**src/ppd_defs.svh**
```systemverilog
`ifndef PPD_DEFS_SVH
`define PPD_DEFS_SVH

// width of one parallel port data byte
`define PPD_DATA_W 8
// number of ground return lines sensed for attach detection
`define PPD_GND_W 8
// fifo geometry: data byte plus song-begin and last-byte marks
`define PPD_FIFO_W 10
`define PPD_FIFO_D 8
// all ground lines low means a pc is attached
`define PPD_GND_ATTACHED 8'h00
// reset levels of the pc-facing outputs
`define PPD_ACK_N_RST 1'b1
`define PPD_READY_RST 1'b0
// synchroniser reset level for active-low pins pulled up
`define PPD_PIN_HIGH 1'b1

`endif

```
**src/ppd_pkg.sv**
```systemverilog
package ppd_pkg;

    // handshake states, gray coded along idle-arm-ready-xfer-ack
    typedef enum logic [2:0] {
        PPD_ST_IDLE = 3'h0,
        PPD_ST_ARM = 3'h1,
        PPD_ST_READY = 3'h3,
        PPD_ST_XFER = 3'h2,
        PPD_ST_ACK = 3'h6
    } ppd_state_t;

    // one received byte with its marks
    typedef struct packed {
        logic [7:0] data;
        logic song_begin_flag;
        logic last_byte;
    } ppd_byte_t;

endpackage : ppd_pkg

```
**src/ppd_fifo.sv**
```systemverilog
`timescale 1ns/1ps
`default_nettype none

// small synchronous fifo with valid/ready on both sides
module ppd_fifo #(
    parameter int W = 10,
    parameter int D = 8
) (
    input wire logic clk,
    input wire logic nrst,
    input wire logic in_valid,
    output logic in_ready,
    input wire logic [W-1:0] in_data,
    output logic out_valid,
    input wire logic out_ready,
    output logic [W-1:0] out_data
);
    localparam int AW = $clog2(D);

    logic [W-1:0] mem [D];
    logic [AW:0] wr_ptr_r;
    logic [AW:0] rd_ptr_r;

    // full when pointers differ only in the wrap bit
    wire ptr_same = wr_ptr_r[AW-1:0] == rd_ptr_r[AW-1:0];
    wire full = ptr_same && (wr_ptr_r[AW] != rd_ptr_r[AW]);
    wire empty = wr_ptr_r == rd_ptr_r;
    wire push = in_valid && !full;
    wire pop = out_ready && !empty;

    assign in_ready = !full;
    assign out_valid = !empty;
    assign out_data = mem[rd_ptr_r[AW-1:0]];

    // storage write
    always_ff @(posedge clk) begin
        if (push) begin
            mem[wr_ptr_r[AW-1:0]] <= in_data;
        end
    end

    // pointer update
    always_ff @(posedge clk) begin
        if (!nrst) begin
            wr_ptr_r <= '0;
            rd_ptr_r <= '0;
        end else begin
            wr_ptr_r <= wr_ptr_r + (AW + 1)'(push);
            rd_ptr_r <= rd_ptr_r + (AW + 1)'(pop);
        end
    end
endmodule : ppd_fifo

`default_nettype wire

```
**src/ppd_sync.sv**
```systemverilog
`timescale 1ns/1ps
`default_nettype none

// two-flop synchroniser, one stage pair per bit
module ppd_sync #(
    parameter int W = 1,
    parameter logic [W-1:0] RST_VAL = '0
) (
    input wire logic clk,
    input wire logic nrst,
    input wire logic [W-1:0] d,
    output logic [W-1:0] q
);
    genvar i;
    generate
        for (i = 0; i < W; i++) begin : g_bit
            logic meta_r;
            logic sync_r;
            // first flop feeds only the second
            always_ff @(posedge clk) begin
                if (!nrst) begin
                    meta_r <= RST_VAL[i];
                    sync_r <= RST_VAL[i];
                end else begin
                    meta_r <= d[i];
                    sync_r <= meta_r;
                end
            end
            assign q[i] = sync_r;
        end
    endgenerate
endmodule : ppd_sync

`default_nettype wire

```
**src/ppd_top.sv**
```systemverilog
`timescale 1ns/1ps
`default_nettype none
`include "ppd_defs.svh"

// Functional notes
// - weak pull-ups enabled on all port lines
// - pc attached when all ground lines low
// - ignore port inputs until pc attached
// - acknowledge low: byte taken, ready for next
// - busy line high means ready for download
// - song-begin mark passed with starting byte
// - download activity flagged to other logic
// - byte and marks passed on to flash
// - leave idle on attach plus request
// - arm state waits for flash prepared
// - ready state holds until strobe asserted
// - transfer state asserts valid until next
// - next gives acknowledge, then back to ready
// - request dropped in arm or ready returns machine to idle
module ppd_top (
    input wire logic clk,
    input wire logic nrst,
    // parallel port pins
    input wire logic strobe_n,
    input wire logic [`PPD_DATA_W-1:0] port_data,
    input wire logic last_byte,
    input wire logic song_begin_flag,
    input wire logic download_req,
    input wire logic [`PPD_GND_W-1:0] gnd_sense,
    output logic ack_n,
    output logic ready,
    output logic pullup_en,
    // flash controller and main control
    output logic download_active,
    input wire logic flash_prepared,
    input wire logic flash_next,
    output logic byte_valid_to_flash,
    output ppd_pkg::ppd_byte_t flash_byte,
    output logic attach_lost
);
    import ppd_pkg::*;

    // synchronised pin levels
    logic strobe_n_s;
    logic [`PPD_DATA_W-1:0] data_s;
    logic last_s;
    logic song_s;
    logic req_s;
    logic [`PPD_GND_W-1:0] gnd_s;

    // state and output registers
    ppd_state_t state_r;
    ppd_state_t state_nxt;
    logic ack_n_r;
    logic ready_r;
    logic pullup_en_r;
    logic active_r;
    logic valid_r;
    ppd_byte_t flash_byte_r;
    logic attach_lost_r;

    // fifo handshake wires
    logic fifo_in_ready;
    logic fifo_out_valid;
    logic [`PPD_FIFO_W-1:0] fifo_out_data;
    ppd_byte_t rx_byte;
    ppd_byte_t head_byte;

    // strobe and the first ground line idle high
    ppd_sync #(
        .W(2),
        .RST_VAL({`PPD_PIN_HIGH, `PPD_PIN_HIGH})
    ) u_sync_hi (
        .clk(clk),
        .nrst(nrst),
        .d({strobe_n, gnd_sense[0]}),
        .q({strobe_n_s, gnd_s[0]})
    );

    // remaining ground lines, same idle level
    ppd_sync #(
        .W(`PPD_GND_W - 1),
        .RST_VAL({(`PPD_GND_W - 1){`PPD_PIN_HIGH}})
    ) u_sync_gnd (
        .clk(clk),
        .nrst(nrst),
        .d(gnd_sense[`PPD_GND_W-1:1]),
        .q(gnd_s[`PPD_GND_W-1:1])
    );

    // data, marks and request; reset low so nothing reads active
    ppd_sync #(
        .W(`PPD_DATA_W + 3),
        .RST_VAL('0)
    ) u_sync_lo (
        .clk(clk),
        .nrst(nrst),
        .d({port_data, last_byte, song_begin_flag, download_req}),
        .q({data_s, last_s, song_s, req_s})
    );

    // attach detection and qualified port inputs
    wire attached = gnd_s == `PPD_GND_ATTACHED;
    wire req_q = attached && req_s;
    wire strobe_q = attached && !strobe_n_s;
    wire released_q = attached && strobe_n_s;

    // byte as presented by the pc with its marks
    assign rx_byte.data = data_s;
    assign rx_byte.song_begin_flag = song_s;
    assign rx_byte.last_byte = last_s;

    // a strobe is taken only when the fifo has room
    wire take_byte = (state_r == PPD_ST_READY) && strobe_q && fifo_in_ready;

    // head of fifo moves to the flash output stage when it is free
    wire load_head = fifo_out_valid && !valid_r;
    assign head_byte = ppd_byte_t'(fifo_out_data);

    // byte store between port and flash side
    ppd_fifo #(
        .W(`PPD_FIFO_W),
        .D(`PPD_FIFO_D)
    ) u_fifo (
        .clk(clk),
        .nrst(nrst),
        .in_valid(take_byte),
        .in_ready(fifo_in_ready),
        .in_data(rx_byte),
        .out_valid(fifo_out_valid),
        .out_ready(!valid_r),
        .out_data(fifo_out_data)
    );

    // next state
    always_comb begin
        state_nxt = state_r;
        case (state_r)
            PPD_ST_IDLE: begin
                if (req_q) begin
                    state_nxt = PPD_ST_ARM;
                end
            end
            PPD_ST_ARM: begin
                if (!req_q) begin
                    state_nxt = PPD_ST_IDLE;
                end else if (flash_prepared) begin
                    state_nxt = PPD_ST_READY;
                end
            end
            PPD_ST_READY: begin
                if (!req_q) begin
                    state_nxt = PPD_ST_IDLE;
                end else if (take_byte) begin
                    state_nxt = PPD_ST_XFER;
                end
            end
            PPD_ST_XFER: begin
                if (!attached) begin
                    state_nxt = PPD_ST_IDLE;
                end else if (flash_next) begin
                    state_nxt = PPD_ST_ACK;
                end
            end
            PPD_ST_ACK: begin
                if (!attached) begin
                    state_nxt = PPD_ST_IDLE;
                end else if (released_q) begin
                    state_nxt = PPD_ST_READY;
                end
            end
            default: begin
                state_nxt = PPD_ST_IDLE;
            end
        endcase
    end

    // state register
    always_ff @(posedge clk) begin
        if (!nrst) begin
            state_r <= PPD_ST_IDLE;
        end else begin
            state_r <= state_nxt;
        end
    end

    // pc-facing handshake outputs follow the next state
    always_ff @(posedge clk) begin
        if (!nrst) begin
            ack_n_r <= `PPD_ACK_N_RST;
            ready_r <= `PPD_READY_RST;
        end else begin
            ack_n_r <= state_nxt != PPD_ST_ACK;
            ready_r <= state_nxt == PPD_ST_READY;
        end
    end

    // pull-ups are switched on as soon as reset is released
    always_ff @(posedge clk) begin
        if (!nrst) begin
            pullup_en_r <= 1'b0;
        end else begin
            pullup_en_r <= 1'b1;
        end
    end

    // download activity covers every state but idle
    always_ff @(posedge clk) begin
        if (!nrst) begin
            active_r <= 1'b0;
        end else begin
            active_r <= state_nxt != PPD_ST_IDLE;
        end
    end

    // flash output stage: byte valid from load until next
    always_ff @(posedge clk) begin
        if (!nrst) begin
            valid_r <= 1'b0;
        end else if (load_head) begin
            valid_r <= 1'b1;
        end else if (flash_next || state_r == PPD_ST_IDLE) begin
            valid_r <= 1'b0;
        end
    end

    // data and marks travel unaltered to the flash
    always_ff @(posedge clk) begin
        if (!nrst) begin
            flash_byte_r <= '0;
        end else if (load_head) begin
            flash_byte_r <= head_byte;
        end
    end

    // one-cycle pulse when the pc is unplugged mid-download
    always_ff @(posedge clk) begin
        if (!nrst) begin
            attach_lost_r <= 1'b0;
        end else begin
            attach_lost_r <= (state_r != PPD_ST_IDLE) && !attached;
        end
    end

    // outputs straight from flops
    assign ack_n = ack_n_r;
    assign ready = ready_r;
    assign pullup_en = pullup_en_r;
    assign download_active = active_r;
    assign byte_valid_to_flash = valid_r;
    assign flash_byte = flash_byte_r;
    assign attach_lost = attach_lost_r;

endmodule : ppd_top

`default_nettype wire
```
**config.mk**
```make
export PLATFORM = sky130hd
export DESIGN_NAME = ppd_top
export DESIGN_NICKNAME = d
export VERILOG_FILES = /design/src/ppd_pkg.sv /design/src/ppd_fifo.sv /design/src/ppd_sync.sv /design/src/ppd_top.sv
export VERILOG_INCLUDE_DIRS = /design/src /design/src/src
export SDC_FILE = /design/constraint.sdc
export NUM_CORES = 1
export LEC_CHECK = 0
export ABC_AREA = 1
export BUFFER_PORTS_ARGS = -buffer_cell sky130_fd_sc_hd__buf_2
export CORE_ASPECT_RATIO = 1.1
export CORE_UTILIZATION = 59
export DETAILED_ROUTE_END_ITERATION = 6
export GPL_TIMING_DRIVEN = 0
export MAX_ROUTING_LAYER = met4
export PLACE_DENSITY = 0.78
export REMOVE_ABC_BUFFERS = 1
export SLEW_MARGIN = 20
export SYNTH_ARGS = -nofsm -noshare
export SYNTH_HDL_FRONTEND = slang
export SYNTH_SLANG_ARGS = --single-unit
```
**constraint.sdc**
```tcl
create_clock -name clk -period 2.7 [get_ports clk]
set_input_delay 0.405 -clock clk [delete_from_list [all_inputs] [get_ports clk]]
set_output_delay 0.405 -clock clk [all_outputs]
set_load 0.005 [all_outputs]
```
==> impl_metrics.csv, run 1 <==
group,metric,value,unit
floorplan,dieArea,9450,um2
sta,setup_slack,0.0934,ns
sta,setup_viol,0,
pwr,leakage,2.81,nW
setup_path,cp.arrival,2.84,ns
synth,avgSynthCellArea,10.7,um2
global_route,grt.overflow.total,0,
synth,ys_warn_count,0,
pwr,power_density,814,nW/um2
synth,synth.largest_area_cell,"edfxtp_1",
floorplan,rows,36,
layout,diodes,0,
layout,layout-drive-gt1-share,21.3,%
layout,area_growth,17.6,%
layout,fin_nets,570,
floorplan,pin_count,40,
setup_path,endpoint,"u_fifo.mem[6][8]",
sta,rsz0062_at_grt,"true",
route,viasPerCell,5.26,
setup_path,worst-setup-path-type,"flop to flop",
route,wl_per_cell,14.7,um
pwr,power,0.00512,W
route,num_vias,3518,
clocking,clkSlewWorstSetupHoldPaths,0.06,ns
synth,synth_compound_area_share,8.02,%
clocking,clock_latency,0.52,ns
global_route,grt_pass1_wl,15.9,mm
setup_path,worstSetupStartpoint,"u_fifo.rd_ptr_r[0]",
route,drt_iter0_drc,333,
setup_path,critPathLaunchType,"flop",
clocking,cts_tree,"yes",
floorplan,core,8830,um2
clocking,ctsHoldBuffers,0,
sta,slew_headroom,46.8,%
route,ant_nets,0,
route,first_pass_iters,6,
placement,gp_congestion,0.799,
synth,synth_area_leaders,"edfxtp_1 (45%), dfxtp_1 (25%), nand2_1 (5.7%)",
pwr,irDropWorstVdd,495,uV
route,route.detailed.drc,0,
setup_path,reg2regPathDepth,6,
clocking,clkSinkCount,147,
synth,synth_xor_area_share,0.491,%
setup_path,timing.rr.end,"u_fifo.mem[6][8]",
route,wl,9.86,mm
setup_path,worstPathRequired,2.94,ns
sta,final.period_utilization,96.5,%
synth,synth_cell_types,27,
placement,place_hpwl,6.21,mm
sta,fmax,384,MHz
global_route,antenna_found_initial,0,
placement,dp_slack,-0.552,ns
worst_hold_path,hold_path.class,"input port to flop",
global_route,track_usage,23.6,%
clocking,postCtsSetupBuffers,0,
placement,portBuffers,39,
sta,fin_crit,2.61,ns
setup_path,r2r_start,"u_fifo.rd_ptr_r[0]",
sta,finClkSkew,0.00901,ns
synth,synth-simple-area-share,15.0,%
setup_path,rrSetupSlack,0.09,ns
clocking,cts_buffer_depth,2,
run,maxCapViolations,0,
sta,slew_viol_final,0,
global_route,grt_pass1_vias,3395,
setup_path,critPathCaptureType,"flop",
sta,worst-slew-pin-transition,0.798,ns
outcome,status,"complete, no violations",
synth,yosysTopAreaCellShare,44.9,%
sta,hold_violations,0,
clocking,h-tree-depth,4,
synth,synthAdderAreaFrac,0.936,%
sta,setup_tns,0,ns
floorplan,start_util,60.6,%
synth,muxShareOfSynthArea,0,%
synth,ys_seq_area_share,70.0,%
synth,synth_seq_cells,147,
clocking,cts_made_buffers,17,
floorplan,die_h,102,um
synth,synth_cells,499,
floorplan,die_w,92.8,um
clocking,cts_root_buffer,"clkbuf_8",
synth,synth_area,5350,um2
synth,synth_top_family_by_area,"simple AND/OR/NAND/NOR gates",
setup_path,path_max_fanout,43,
global_route,grt_max_degree,44,
==> cells in the mapped netlist <==
master / n
nand2_1: 81
edfxtp_1: 80
nor2_1: 73
dfxtp_1: 67
o21ai_0: 47
inv_1: 46
o22ai_1: 20
or2_2: 20
clkbuf_1: 17
nor3_1: 9
o21ai_1: 7
a21oi_1: 5
ha_1: 4
buf_2: 3
inv_2: 3
xnor2_1: 3
buf_6: 2
nand3_1: 2
nand4_1: 2
and2_1: 1
and3_1: 1
and3_2: 1
buf_1: 1
buf_4: 1
nand2_2: 1
o2111ai_1: 1
or2_1: 1
==> worst min-delay path by stage <==
stage	to	slack, ns	depth (start not counted)	from
after floorplan	u_sync_lo.g_bit[0].sync_r	0.39	2	u_sync_lo.g_bit[0].meta_r
after global placement	u_sync_lo.g_bit[9].sync_r	0.39	2	u_sync_lo.g_bit[9].meta_r
after detailed placement	u_sync_gnd.g_bit[2].sync_r	0.40	1	u_sync_gnd.g_bit[2].meta_r
after CTS	u_sync_lo.g_bit[2].meta_r	0.04	3	last_byte
after global routing	u_sync_gnd.g_bit[3].meta_r	0.04	2	gnd_sense[4]
final	u_sync_lo.g_bit[2].meta_r	0.06	3	last_byte
==> cell type report <==
| type | instances | area [um2] |
|---|---|---|
| clock buffers | 19 | 464 |
| flip-flops and latches | 147 | 3750 |
| repair buffers | 47 | 270 |
| fillers | 599 | 2540 |
| clock inverters | 13 | 108 |
| well taps | 114 | 143 |
| repair inverters | 1 | 5.00 |
| inverters | 49 | 188 |
| multi-input cells | 279 | 1360 |
==> state kept, by name (all words and copies together) (netlist names) <==
name                     flops
u_fifo.mem                  80
u_sync_lo.g_bit.meta_r      11
u_sync_lo.g_bit.sync_r      11
flash_byte                  10
u_sync_gnd.g_bit.meta_r      7
u_sync_gnd.g_bit.sync_r      7
u_fifo.rd_ptr_r              4
u_fifo.wr_ptr_r              4
state_r                      3
u_sync_hi.g_bit.meta_r       2
u_sync_hi.g_bit.sync_r       2
ack_n                        1
attach_lost                  1
byte_valid_to_flash          1
download_active              1
pullup_en                    1
ready                        1
==> placed cells by master (no fill, tap or decap), types with 3 or more instances in the layout <==
cell       count
a21oi_1        5
buf_2         39
buf_4          4
buf_6          4
clkbuf_16     18
clkinv_4       3
dfxtp_1       64
edfxtp_1      80
ha_1           4
inv_1         44
inv_2          4
inv_6          4
nand2_1       81
nor2_1        73
nor3_2         6
o21ai_0       47
o21ai_1        7
o22ai_1       20
or2_2         20
xnor2_1        3
==> per-stage QoR <==
step | instance area (um2) | util (%) | hold slack, ns | std cells
after global placement | 5570 | 63.1 | 0.392 | 628
after detailed placement | 5690 | 64.5 | 0.398 | 636
after CTS | 6280 | 71.2 | 0.0442 | 669
after floorplan | 5240 | - | 0.390 | 475
final | 6290 | 71.2 | 0.0608 | 669
after global routing | 6290 | 71.2 | 0.0441 | 669
==> where the power goes <==
part | leakage [nW] | switching [W] | internal, W
combinational | 1.09 | 0.000251 | 0.000172
clock | 0.284 | 0.000929 | 0.00126
sequential | 1.44 | 0.0000801 | 0.00242
total | 2.81 | 0.00126 | 0.00386
==> critical path, stage by stage (launching register included) <==
cell,delay (ns)
dfxtp_2,0.85
xnor2_1,0.21
nand4_1,0.13
nand2_1,0.09
or2_1,0.32
nor3_2,0.49
buf_6,0.22
==> logic make-up after synthesis <==
family / count (synthesis)
AOI/OAI and AO/OA: 80
xor gates and xnor gates: 3
adders and majority gates: 4
buffers and inverters: 73
DFF: 147
and+or+nand+nor: 192
==> timing repair <==
action	in CTS	in global routing
gates resized for setup	5	1
setup endpoints to repair	85	32
gates cloned	1	0
hold endpoints to repair	0	0
pin swaps	0	0
==> per-layer routing <==
metal	GRT usage (%)	part of all wire, %	routed length [um]
met1	27.8	40	3920
met5	-	0	0
met4	9.59	1.7	168
met3	6.40	7.9	775
met2	38.8	51	5000
Power figures use the tool's default switching activity.
==> inputs of run 2 (changes only) <==
Settings changed: CORE_UTILIZATION 59 to 63, PLACE_DENSITY 0.78 to 0.83, REMOVE_ABC_BUFFERS 1 to default.
Clock period 2.7 ns to 3.15 ns, I/O delays scaled along.
==> impl_metrics.csv, run 2 (synthesis gave the netlist of run 1 again) <==
group,metric,value,unit
outcome,status,"complete, no violations",
route,ant_nets,0,
setup_path,worst-setup-path-type,"flop to flop",
placement,portBuffers,39,
synth,syn_nets,527,
sta,fin_crit,2.41,ns
sta,hold_violations,0,
global_route,track_usage,30.5,%
floorplan,start_util,66.2,%
setup_path,r2r_start,"u_fifo.wr_ptr_r[1]",
global_route,grt_pass1_wl,19.4,mm
clocking,cts_tree,"yes",
floorplan,rows,34,
sta,setup_viol,0,
clocking,ctsHoldBuffers,0,
sta,slew_viol_final,0,
clocking,clkSinkCount,147,
setup_path,worstPathRequired,3.39,ns
sta,worst-slew-pin-transition,0.653,ns
setup_path,worstSetupStartpoint,"u_fifo.wr_ptr_r[1]",
clocking,cts_buffer_depth,2,
clocking,cts_root_buffer,"clkbuf_8",
sta,final.period_utilization,76.4,%
layout,fin_area,6340,um2
setup_path,path_max_fanout,8,
global_route,grt_pass1_vias,3875,
setup_path,critPathLaunchType,"flop",
floorplan,core,8080,um2
layout,diodes,0,
layout,layout_commonest_cell,"nand2_1",
route,wl_per_cell,17.8,um
pwr,irDropWorstVdd,501,uV
sta,setup_tns,0,ns
layout,fillers,488,
setup_path,critPathCaptureType,"flop",
sta,fin_hold_ws,0.0833,ns
floorplan,die_h,98.6,um
route,drt_iter0_drc,356,
pwr,power_density,708,nW/um2
worst_hold_path,hold_path.class,"input port to flop",
route,wl,12.2,mm
placement,place_area,5780,um2
pwr,leakage,2.85,nW
route,first_pass_iters,5,
placement,dp_slack,0.837,ns
layout,layout_common_cells,"nand2_1 (81), edfxtp_1 (80), nor2_1 (73)",
clocking,cts_made_buffers,17,
sta,setup_slack,0.742,ns
layout,largest_reg_flops,80,
layout,layout-drive-gt1-share,20.4,%
clocking,h-tree-depth,4,
sta,fmax,415,MHz
clocking,clock_latency,0.53,ns
worst_hold_path,min_from,"nrst",
route,num_vias,3919,
global_route,grt_max_degree,17,
floorplan,pin_count,40,
clocking,cts_resized,0,
clocking,clkSlewWorstSetupHoldPaths,0.07,ns
floorplan,dieArea,8860,um2
placement,place_hpwl,7.97,mm
floorplan,die_w,89.9,um
sta,rsz0062_at_grt,"false",
layout,area_growth,18.5,%
sta,finClkSkew,0.0101,ns
placement,gp_congestion,0.843,
global_route,antenna_found_initial,0,
layout,fin_nets,593,
global_route,grt.overflow.total,0,
route,route.detailed.drc,0,
sta,slew_headroom,56.2,%
run,maxCapViolations,0,
setup_path,cp.arrival,2.65,ns
route,viasPerCell,5.71,
clocking,postCtsSetupBuffers,0,
==> run 2: cell types whose count changed in the layout (fill, tap and decap cells not counted), moves of 3 or more <==
| cell | change |
|---|---|
| clkbuf_1 | +17 |
| inv_4 | +3 |
| dfxtp_1 | +3 |
| buf_4 | +5 |
| buf_2 | +3 |
==> run 2: layer usage <==
metal  track usage, %  up-vias  wire length, um
met5                -        -                0
li1                 -     1781                -
met3             6.87       62              730
met2             52.6      205             6480
met4             19.4        0              622
met1             31.7     1871             4390
==> run 2: path summary, 6_finish.rpt <==
check,slack (ns),cells past startpoint,to
setup reg to reg,0.74,9,u_fifo.mem[1][5]
hold / removal,0.08,1,pullup_en
setup / recovery,0.74,9,u_fifo.mem[1][5]
hold reg to reg,0.41,2,u_sync_lo.g_bit[2].sync_r
==> run 2: stage by stage <==
stage	instances	total power, W	util, %
after global placement	646	0.00259	70.3
final	686	0.00449	78.4
after global routing	686	0.00464	78.4
after CTS	686	0.00449	78.4
after detailed placement	654	0.00261	71.5
after floorplan	499	0.00245	-
==> run 2: cell type report <==
cell class                      instances  area (um2)  area share [%]
Multi-Input combinational cell        279        1350            21.3
Tap cell                              108         135            2.13
Timing Repair Buffer                   47         255            4.03
Clock buffer                           17         414            6.54
Inverter                               49         184            2.90
Buffer                                 24         113            1.78
Sequential cell                       147        3740            59.1
Clock inverter                         15         143            2.25
==> run 2: where the power goes <==
group	total (W)	internal, W	switching [W]
Clock	0.00190	0.00107	0.000830
Sequential	0.00211	0.00207	0.0000361
Combinational	0.000478	0.000174	0.000304
==> run 2: critical path: stages, from the launching register on <==
cell and delay, ns:
dfxtp_1 0.54, inv_2 0.14, nand2_1 0.10, nand2_1 0.08, nand4_1 0.12, nand2_1 0.09, inv_1 0.08, nand2_1 0.15
nor3_2 0.54, buf_4 0.28
